File: config.mk
export PLATFORM = sky130hd
export DESIGN_NAME = lvm_line_monitor
export DESIGN_NICKNAME = d
export VERILOG_FILES = /design/src/core/lvm_pkg.sv /design/src/core/lvm_tmr_if.sv /design/src/core/lvm_zc_timer.sv /design/src/core/lvm_line_monitor.sv
export SDC_FILE = /design/constraint.sdc
export NUM_CORES = 1
export LEC_CHECK = 0
export BUFFER_PORTS_ARGS = -buffer_cell sky130_fd_sc_hd__buf_2
export CAP_MARGIN = 20
export CORE_UTILIZATION = 60
export CTS_CLUSTER_DIAMETER = 200
export DETAILED_ROUTE_END_ITERATION = 10
export GPL_TIMING_DRIVEN = 0
export PLACE_DENSITY = 0.79
export SLEW_MARGIN = 25
export SYNTH_ARGS = -nofsm -noshare
export SYNTH_HDL_FRONTEND = slang
export SYNTH_SLANG_ARGS = --single-unit
export TNS_END_PERCENT = 100
File: constraint.sdc
create_clock -name mclk -period 7.25 [get_ports mclk]
set_clock_uncertainty 0.15 [all_clocks]
set_input_delay 0.725 -clock mclk [delete_from_list [all_inputs] [get_ports mclk]]
set_output_delay 0.725 -clock mclk [all_outputs]
set_load 0.02 [all_outputs]
File: src/core/lvm_pkg.sv
package lvm_pkg;
    // ---------------------------------------------------------------
    // Register addresses (5-bit command field)
    // ---------------------------------------------------------------
    localparam logic [4:0] ADDR_ZC_TIMEOUT = 5'h0E;
    localparam logic [4:0] ADDR_GAIN       = 5'h10;
    localparam logic [4:0] ADDR_CUR_OFS    = 5'h11;
    localparam logic [4:0] ADDR_VOLT_OFS   = 5'h12;
    localparam logic [4:0] ADDR_SAG_LVL    = 5'h13;
    localparam logic [4:0] ADDR_SAG_CYC    = 5'h14;
    localparam logic [4:0] ADDR_MODE       = 5'h15;
    localparam logic [4:0] ADDR_IRQ_EN     = 5'h16;
    localparam logic [4:0] ADDR_STATUS     = 5'h17;
    // Command byte: bit 7 write, bits 4:0 address
    localparam int CMD_WRITE_BIT = 7;
    localparam int CMD_ADDR_W    = 5;
    // ---------------------------------------------------------------
    // Field positions
    // ---------------------------------------------------------------
    localparam int GAIN_CUR_LSB   = 0;
    localparam int GAIN_RANGE_LSB = 3;
    localparam int GAIN_VOLT_LSB  = 5;
    localparam int MODE_HPF_BIT   = 0;
    localparam int MODE_SAG_PIN_DISABLE_BIT = 1;
    localparam int MODE_TEMP_BIT  = 2;
    localparam int IRQ_SAG_BIT    = 0;
    localparam int STAT_SAG_BIT   = 0;
    localparam int STAT_ACT_BIT   = 1;
    localparam int OFS_W          = 6;
    // ---------------------------------------------------------------
    // Reset values and timing
    // ---------------------------------------------------------------
    localparam logic [15:0] TIMEOUT_RST  = 16'hFFFF;
    localparam logic [7:0]  GAIN_RST     = 8'h00;
    localparam logic [7:0]  MODE_RST     = 8'h01;
    localparam logic [7:0]  SAG_LVL_RST  = 8'h00;
    localparam logic [7:0]  SAG_CYC_RST  = 8'h00;
    localparam logic [7:0]  IRQ_EN_RST   = 8'h00;
    localparam int          TICK_CLOCKS  = 64;
    localparam logic [4:0]  LEN_BYTE     = 5'h08;
    localparam logic [4:0]  LEN_WORD     = 5'h10;
endpackage

File: src/core/lvm_tmr_if.sv
`timescale 1ns/1ps
interface lvm_tmr_if;
    logic        zc;
    logic        load;
    logic [15:0] load_val;
    logic        expired;
    logic [15:0] prog_val;
    logic [15:0] count;

    modport ctl (output zc, output load, output load_val,
                 input expired, input prog_val, input count);
    modport tmr (input zc, input load, input load_val,
                 output expired, output prog_val, output count);
endinterface

File: src/core/lvm_zc_timer.sv
`timescale 1ns/1ps
module lvm_zc_timer #(
    parameter int TICK = lvm_pkg::TICK_CLOCKS
) (
    input  wire logic mclk,
    input  wire logic rst_i,
    lvm_tmr_if.tmr    tif
);
    initial begin
        if (TICK < 2 || TICK > 64) $error("lvm_zc_timer: TICK out of range");
    end

    typedef struct packed {
        logic [5:0]  pre;
        logic [15:0] prog;
        logic [15:0] cnt;
        logic        exp;
    } lvm_tmr_st_t;

    localparam logic [5:0] PRE_LAST = 6'(TICK - 1);

    lvm_tmr_st_t s_r;
    lvm_tmr_st_t s_nxt;

    always_comb begin
        s_nxt     = s_r;
        s_nxt.exp = 1'b0;
        if (s_r.pre == PRE_LAST) begin
            s_nxt.pre = 6'h00;
        end else begin
            s_nxt.pre = s_r.pre + 6'h01;
        end
        if (tif.load) begin
            s_nxt.prog = tif.load_val;
            s_nxt.cnt  = tif.load_val;
        end else if (tif.zc) begin
            s_nxt.cnt = s_r.prog;
        end else if (s_r.pre == PRE_LAST && s_r.cnt != 16'h0000) begin
            s_nxt.cnt = s_r.cnt - 16'h0001;
            s_nxt.exp = (s_r.cnt == 16'h0001);
        end
        if (rst_i) begin
            s_nxt = '{pre: 6'h00, prog: lvm_pkg::TIMEOUT_RST,
                      cnt: lvm_pkg::TIMEOUT_RST, exp: 1'b0};
        end
    end

    always_ff @(posedge mclk) begin
        s_r <= s_nxt;
    end

    assign tif.expired  = s_r.exp;
    assign tif.prog_val = s_r.prog;
    assign tif.count    = s_r.cnt;
endmodule // lvm_zc_timer

File: src/core/lvm_line_monitor.sv
`timescale 1ns/1ps
module lvm_line_monitor #(
    parameter int SAMPLE_W = 20
) (
    input  wire logic                mclk,
    input  wire logic                rst_n,
    input  wire logic                supply_low,
    // Serial port
    input  wire logic                cs_n,
    input  wire logic                sclk,
    input  wire logic                din,
    output logic                     dout,
    output logic                     dout_oe,
    // Filtered voltage channel
    input  wire logic [SAMPLE_W-1:0] volt_lowpass_sample,
    input  wire logic                volt_lowpass_valid,
    // Pins
    output logic                     zero_cross_out,
    output logic                     sag_n_o,
    output logic                     sag_n_oe,
    output logic                     irq_n_o,
    output logic                     irq_n_oe,
    // Front-end settings
    output logic [2:0]               current_amp_gain,
    output logic [1:0]               current_range,
    output logic [2:0]               voltage_amp_gain,
    output logic [5:0]               current_offset_trim,
    output logic [5:0]               voltage_offset_trim,
    output logic                     current_highpass_en,
    output logic                     temp_start
);
    initial begin
        if (SAMPLE_W < 10) $error("lvm_line_monitor: SAMPLE_W too small");
    end

    // ---------------------------------------------------------------
    // State
    // ---------------------------------------------------------------
    typedef enum logic [1:0] {
        SER_CMD  = 2'b00,
        SER_WR   = 2'b01,
        SER_RD   = 2'b11,
        SER_DONE = 2'b10
    } lvm_ser_st_t;

    typedef struct packed {
        lvm_ser_st_t st;
        logic        sclk_q;
        logic [4:0]  bits;
        logic [4:0]  len;
        logic [7:0]  cmd;
        logic [15:0] sh;
        logic [15:0] tx;
        logic        dout;
        logic [7:0]  gain;
        logic [5:0]  cur_ofs;
        logic [5:0]  volt_ofs;
        logic [7:0]  sag_lvl;
        logic [7:0]  sag_cyc;
        logic [7:0]  mode;
        logic [7:0]  irq_en;
        logic        sag_flag;
        logic        sag_act;
        logic        zx;
        logic        above;
        logic [7:0]  hcnt;
        logic        tmr_load;
        logic [15:0] tmr_val;
        logic        zc;
        logic        temp_go;
    } lvm_st_t;

    localparam lvm_st_t ST_RST = '{
        st: SER_CMD, sclk_q: 1'b0, bits: 5'h00, len: 5'h00, cmd: 8'h00,
        sh: 16'h0000, tx: 16'h0000, dout: 1'b0,
        gain: lvm_pkg::GAIN_RST, cur_ofs: 6'h00, volt_ofs: 6'h00,
        sag_lvl: lvm_pkg::SAG_LVL_RST, sag_cyc: lvm_pkg::SAG_CYC_RST,
        mode: lvm_pkg::MODE_RST, irq_en: lvm_pkg::IRQ_EN_RST,
        sag_flag: 1'b0, sag_act: 1'b0, zx: 1'b0, above: 1'b0, hcnt: 8'h00,
        tmr_load: 1'b0, tmr_val: 16'h0000, zc: 1'b0, temp_go: 1'b0};

    lvm_st_t s_r;
    lvm_st_t s_nxt;
    logic    rst_i;

    lvm_tmr_if tif ();

    // Supply monitor folds into the one internal reset
    assign rst_i = ~rst_n | supply_low;

    lvm_zc_timer #(
        .TICK (lvm_pkg::TICK_CLOCKS)
    ) u_timer (
        .mclk  (mclk),
        .rst_i (rst_i),
        .tif   (tif)
    );

    assign tif.zc       = s_r.zc;
    assign tif.load     = s_r.tmr_load;
    assign tif.load_val = s_r.tmr_val;

    // ---------------------------------------------------------------
    // Register read mux, byte values left aligned for shifting out
    // ---------------------------------------------------------------
    function automatic logic [15:0] rd_val(input lvm_st_t s, input logic [4:0] a,
                                           input logic [15:0] tout);
        logic [15:0] v;
        v = 16'h0000;
        case (a)
            lvm_pkg::ADDR_ZC_TIMEOUT: v = tout;
            lvm_pkg::ADDR_GAIN:       v = {s.gain, 8'h00};
            lvm_pkg::ADDR_CUR_OFS:    v = {2'b00, s.cur_ofs, 8'h00};
            lvm_pkg::ADDR_VOLT_OFS:   v = {2'b00, s.volt_ofs, 8'h00};
            lvm_pkg::ADDR_SAG_LVL:    v = {s.sag_lvl, 8'h00};
            lvm_pkg::ADDR_SAG_CYC:    v = {s.sag_cyc, 8'h00};
            lvm_pkg::ADDR_MODE:       v = {s.mode, 8'h00};
            lvm_pkg::ADDR_IRQ_EN:     v = {s.irq_en, 8'h00};
            lvm_pkg::ADDR_STATUS:     v = {6'h00, s.sag_act, s.sag_flag, 8'h00};
            default:                  v = 16'h0000;
        endcase
        return v;
    endfunction

    // ---------------------------------------------------------------
    // Next state
    // ---------------------------------------------------------------
    logic [SAMPLE_W-1:0] mag;
    logic [7:0]          mag_byte;
    logic                fall;
    logic                rise;
    logic                clr_flag;
    logic                sag_evt;
    logic                new_zx;
    logic [15:0]         wdata;
    logic [4:0]          addr;
    logic [7:0]          hinc;

    always_comb begin
        s_nxt      = s_r;
        s_nxt.tmr_load = 1'b0;
        s_nxt.zc   = 1'b0;
        s_nxt.temp_go = 1'b0;
        clr_flag   = 1'b0;
        sag_evt    = 1'b0;
        fall       = s_r.sclk_q & ~sclk;
        rise       = ~s_r.sclk_q & sclk;
        wdata      = {s_r.sh[14:0], din};
        addr       = s_r.cmd[lvm_pkg::CMD_ADDR_W-1:0];
        s_nxt.sclk_q = sclk;

        // Serial port: bits enter on the falling edge, leave on the rising edge
        if (cs_n) begin
            s_nxt.st   = SER_CMD;
            s_nxt.bits = 5'h00;
        end else if (fall) begin
            s_nxt.sh   = wdata;
            s_nxt.bits = s_r.bits + 5'h01;
            case (s_r.st)
                SER_CMD: begin
                    if (s_r.bits == 5'h07) begin
                        s_nxt.cmd  = wdata[7:0];
                        s_nxt.bits = 5'h00;
                        s_nxt.len  = (wdata[4:0] == lvm_pkg::ADDR_ZC_TIMEOUT) ?
                                     lvm_pkg::LEN_WORD : lvm_pkg::LEN_BYTE;
                        if (wdata[lvm_pkg::CMD_WRITE_BIT]) begin
                            s_nxt.st = SER_WR;
                        end else begin
                            s_nxt.st = SER_RD;
                            s_nxt.tx = rd_val(s_r, wdata[4:0], tif.prog_val);
                            clr_flag = (wdata[4:0] == lvm_pkg::ADDR_STATUS);
                        end
                    end
                end
                SER_WR: begin
                    if (s_r.bits + 5'h01 == s_r.len) begin
                        s_nxt.st = SER_DONE;
                        case (addr)
                            lvm_pkg::ADDR_ZC_TIMEOUT: begin
                                s_nxt.tmr_load = 1'b1;
                                s_nxt.tmr_val  = wdata;
                            end
                            lvm_pkg::ADDR_GAIN:     s_nxt.gain     = wdata[7:0];
                            lvm_pkg::ADDR_CUR_OFS:  s_nxt.cur_ofs  = wdata[5:0];
                            lvm_pkg::ADDR_VOLT_OFS: s_nxt.volt_ofs = wdata[5:0];
                            lvm_pkg::ADDR_SAG_LVL:  s_nxt.sag_lvl  = wdata[7:0];
                            lvm_pkg::ADDR_SAG_CYC:  s_nxt.sag_cyc  = wdata[7:0];
                            lvm_pkg::ADDR_MODE:     s_nxt.mode     = wdata[7:0];
                            lvm_pkg::ADDR_IRQ_EN:   s_nxt.irq_en   = wdata[7:0];
                            default: s_nxt.st = SER_DONE;
                        endcase
                    end
                end
                SER_RD: begin
                    if (s_r.bits + 5'h01 == s_r.len) begin
                        s_nxt.st = SER_DONE;
                    end
                end
                default: s_nxt.st = SER_DONE;
            endcase
        end else if (rise && s_r.st == SER_RD) begin
            s_nxt.dout = s_r.tx[15];
            s_nxt.tx   = {s_r.tx[14:0], 1'b0};
        end

        // -----------------------------------------------------------
        // Zero crossing and level sag
        // -----------------------------------------------------------
        mag      = volt_lowpass_sample[SAMPLE_W-1] ?
                   (~volt_lowpass_sample + 1'b1) : volt_lowpass_sample;
        mag_byte = mag[SAMPLE_W-2 -: 8];
        new_zx   = ~volt_lowpass_sample[SAMPLE_W-1];
        hinc     = (s_r.hcnt == 8'hFF) ? s_r.hcnt : s_r.hcnt + 8'h01;
        if (volt_lowpass_valid) begin
            s_nxt.zx = new_zx;
            if (mag_byte > s_r.sag_lvl) begin
                s_nxt.above   = 1'b1;
                s_nxt.hcnt    = 8'h00;
                s_nxt.sag_act = 1'b0;
            end
            if (new_zx != s_r.zx) begin
                s_nxt.zc    = 1'b1;
                s_nxt.above = 1'b0;
                s_nxt.temp_go = s_r.mode[lvm_pkg::MODE_TEMP_BIT];
                // A half cycle counts only when no sample in it rose above
                if (!s_r.above && !(mag_byte > s_r.sag_lvl)) begin
                    s_nxt.hcnt = hinc;
                    if (s_r.sag_cyc != 8'h00 && hinc == s_r.sag_cyc) begin
                        sag_evt = 1'b1;
                    end
                end
            end
        end
        if (tif.expired) begin
            sag_evt = 1'b1;
        end
        if (sag_evt) begin
            s_nxt.sag_act = 1'b1;
        end
        // Temperature request self-clears once launched
        if (s_nxt.temp_go) begin
            s_nxt.mode[lvm_pkg::MODE_TEMP_BIT] = 1'b0;
        end
        // Set wins over the read-with-clear
        if (clr_flag) begin
            s_nxt.sag_flag = 1'b0;
        end
        if (sag_evt) begin
            s_nxt.sag_flag = 1'b1;
        end
        if (rst_i) begin
            s_nxt = ST_RST;
        end
    end

    always_ff @(posedge mclk) begin
        s_r <= s_nxt;
    end

    // ---------------------------------------------------------------
    // Outputs
    // ---------------------------------------------------------------
    assign dout           = s_r.dout;
    assign dout_oe        = ~cs_n & (s_r.st == SER_RD);
    assign zero_cross_out = s_r.zx;
    assign sag_n_o        = 1'b0;
    // Reset drives the pin straight from the inputs so a supervisor sees it at once
    assign sag_n_oe       = rst_i |
                            (s_r.sag_act & ~s_r.mode[lvm_pkg::MODE_SAG_PIN_DISABLE_BIT]);
    assign irq_n_o        = 1'b0;
    assign irq_n_oe       = s_r.sag_flag & s_r.irq_en[lvm_pkg::IRQ_SAG_BIT];
    assign current_amp_gain    = s_r.gain[lvm_pkg::GAIN_CUR_LSB +: 3];
    assign current_range       = s_r.gain[lvm_pkg::GAIN_RANGE_LSB +: 2];
    assign voltage_amp_gain    = s_r.gain[lvm_pkg::GAIN_VOLT_LSB +: 3];
    assign current_offset_trim = s_r.cur_ofs;
    assign voltage_offset_trim = s_r.volt_ofs;
    // Host must clear this before trimming the current offset
    assign current_highpass_en = s_r.mode[lvm_pkg::MODE_HPF_BIT];
    assign temp_start          = s_r.temp_go;
endmodule // lvm_line_monitor

==> results_dict.tcl <==
set metrics [dict create \
    status "finished clean" \
    fin_tns_setup_ps 0 \
    ys.flop_type "dfxtp_1" \
    clock_path_buffers 2 \
    worstSetupStartpointType "primary input" \
    yosys_warnings 0 \
    slew_headroom 0.3963 \
    cp_num_buf_inv 2 \
    synth-seq-cells 169 \
    rsz0062_at_grt "false" \
    slowest_stage "clkbuf_1" \
    cpPeakStageDelay_ps 440 \
    clock_latency_ps 430 \
    dp_hpwl_um 15670 \
    path_delay_family "simple AND/OR/NAND/NOR gates" \
    instances_no_fill 1244 \
    grt_util_all_layers 0.3210 \
    dp.cells 1212 \
    report.final.slew_viol_count 0 \
    reg2reg_to "s_r[84]" \
    die_w_um 119.7 \
    cts_hold_buf 0 \
    grt_pass1_vias 6900 \
    tightest_slew_ps 898.0 \
    vias 7353 \
    tritoncts "done" \
    rr_worst_depth 7 \
    drc_errors 0 \
    finalHoldViolations 0 \
    antenna_found_initial 0 \
    hold_depth 1 \
    ys_seq_area_frac 0.4070 \
    finalSetupViolations 0 \
    ant_nets 0 \
    finalPower_w 0.001904 \
    syn_area_mm2 0.008312 \
    wl_per_cell_um 17.75 \
    rrSetupSlack_ps 4360 \
    cts.sinks 169 \
    synth_edf_count 0 \
    worstSetupPathType "primary input to register" \
    wirelength_um 22090 \
    cts_setup_buffers 0 \
    cp.arrival_ps 4290 \
    crit_path_max_fanout 10 \
    syn_to_final_growth_pct 12.86 \
    drv_cap 0 \
    synth_async_sr_flop_share 0 \
    cts.htree.levels 4 \
    syn_inst 983 \
    io-pin-count 56 \
    gr-total-overflow 0 \
    path_cells "buf_2 > nor4_1 > nand3_1 > nor4_1 > nand2b_1 > or3_1 > o21ai_0 > xnor2_1 > ha_1 > nand4_1 > a21o_1 > a21oi_1 > clkbuf_1 > o21ai_0 > a21oi_1 > nor2_1" \
    ir_drop_mv 0.1728 \
    via_per_inst 5.911 \
    post-route-util 0.7000 \
    clock-root-buffer "clkbuf_16" \
    synth_cell_types 70 \
    period_minus_slack_ps 4150 \
    crit_required_ps 7390 \
    dr.pass1.iters 5 \
    hp-start "u_timer.s_r[33]" \
    fin_nets 1097 \
    max_freq_mhz 241.0 \
    cts_made_buffers 17 \
    period_share 0.5724 \
    place_congestion 0.9190 \
    dieArea_mm2 0.01433 \
    r2r-start "s_r[136]" \
    core_region_area_mm2 0.01340 \
    die_y_um 119.7 \
    first_iter_violations 886 \
    end_kind "register" \
    cts.clk_slew.worst_paths_ps 60 \
    num_rows 42 \
    hold-path-endpoint "u_timer.s_r[33]" \
    grt_max_degree 17 \
    port-buffer-count 52 \
    num_antenna_cells 0 \
    power_leakage_nw 3.549 \
    hold_class "register to register" \
    powerDensity_mw_per_mm2 203.0 \
    whs_ps 293.5 \
    cts_resized 0 \
    syn_area_per_cell_um2 8.455 \
    layout-drive-gt1-share 0.1264 \
    grt_pass1_wl_um 35690 \
    start_util 0.6203 \
]
-- placed cells by master (no fill, tap or decap), drive strengths merged, types with 16 or more instances in the layout --
master,n
a21oi,80
nand3,23
xnor2,31
nand2,99
mux2i,81
o21ai,41
inv,33
nor2,123
nor3,29
buf,87
o211ai,16
dfxtp,169
clkbuf,73
-- routing by layer --
layer | track usage | up-vias | part of all wire
li1 | - | 3551 | -
met1 | 0.4356 | 3460 | 0.46
met2 | 0.5033 | 296 | 0.45
met3 | 0.06369 | 46 | 0.064
met4 | 0.1219 | 0 | 0.024
met5 | 0 | - | 0
-- cell type report --
class                   instances  area (um2)
multi-input cells             697        4385
inverters                      30       112.6
flip-flops and latches        169        3383
repair buffers                 52       260.3
fillers                      1100        4020
clock inverters                12       116.4
plain buffers                  88       445.4
clock buffers                  20       456.7
well taps                     176       220.2
-- worst max path at each step --
stage / startpoint / to / slack [ps] / cells past startpoint
after detailed placement: volt_lowpass_sample[10] / s_r[19] / 2730 / 16
final: volt_lowpass_sample[10] / s_r[19] / 3100 / 16
after CTS: volt_lowpass_sample[10] / s_r[19] / 3170 / 16
after floorplan: volt_lowpass_sample[6] / s_r[19] / 3550 / 15
after global routing: volt_lowpass_sample[10] / s_r[19] / 2710 / 16
after global placement: volt_lowpass_sample[10] / s_r[19] / 2770 / 16
-- registers in the layout, indices dropped and copies added (netlist names), 2 cells and up --
signal,flops
s_r,83
tif.load_val,16
u_timer.tif.count,16
u_timer.tif.prog_val,16
current_offset_trim,6
u_timer.s_r,6
voltage_offset_trim,6
addr,5
current_amp_gain,3
voltage_amp_gain,3
current_range,2
-- kinds of logic (layout without fill, tap and decap cells) --
family	count (synthesis)	count (layout)	share of synthesized area
flip-flops	169	169	0.4070
multiplexers	86	86	0.1070
AND/OR/NAND/NOR	356	356	0.2040
other	1	2	0.0004512
XOR/XNOR	40	40	0.04381
adder cells (fa/ha/maj)	15	15	0.02258
AO/OA/AOI/OAI	198	198	0.1480
buffers and inverters	118	202	0.06714
-- synthesized netlist by cell type, drive strengths merged, types with 2 or more instances --
library cell | instances | area (um2)
and2 | 6 | 37.54
xor2 | 8 | 70.07
a21o | 4 | 30.03
xnor2 | 31 | 271.5
a22oi | 5 | 37.54
or4 | 3 | 22.52
a222oi | 2 | 20.02
o211ai | 16 | 125.1
ha | 15 | 187.7
nand4 | 5 | 37.53
mux4 | 2 | 45.04
or2 | 4 | 25.02
or3 | 8 | 60.06
inv | 30 | 112.6
a211oi | 8 | 65.06
nor4 | 13 | 96.34
dfxtp | 169 | 3383
a21oi | 80 | 400.4
and3 | 11 | 68.82
o21ai | 41 | 205.2
nand3b | 3 | 22.52
o21a | 2 | 15.01
mux2i | 81 | 810.8
nand2b | 9 | 58.81
nor3b | 3 | 27.52
nor3 | 29 | 161.4
mux2 | 3 | 33.78
clkbuf | 53 | 198.9
nand3 | 23 | 115.1
o311ai | 2 | 17.52
buf | 35 | 246.5
a221oi | 11 | 96.34
a31oi | 4 | 25.02
a22o | 2 | 17.52
a32oi | 3 | 26.28
nand2 | 99 | 371.6
nor2b | 8 | 50.05
o31ai | 2 | 15.01
nand4b | 4 | 35.03
a2bb2oi | 2 | 17.52
o22ai | 4 | 25.02
a221o | 3 | 30.03
nor2 | 123 | 461.7
-- power by group --
group	internal, W	leakage (nW)	switching (W)	total, W
clock network	0.000494	0.266	0.000386	0.000880
logic	0.0000298	1.92	0.0000600	0.0000899
registers	0.000932	1.36	0.00000268	0.000934
total	0.00146	3.55	0.000449	0.00190
-- per-stage QoR --
stage | setup WS, ps | area, um2
final | 3100 | 9380
after global routing | 2714 | 9380
after CTS | 3173 | 9375
after detailed placement | 2732 | 8802
after global placement | 2769 | 8796
after floorplan | 3547 | 8315
No activity file was read; power rests on OpenSTA's default activity.
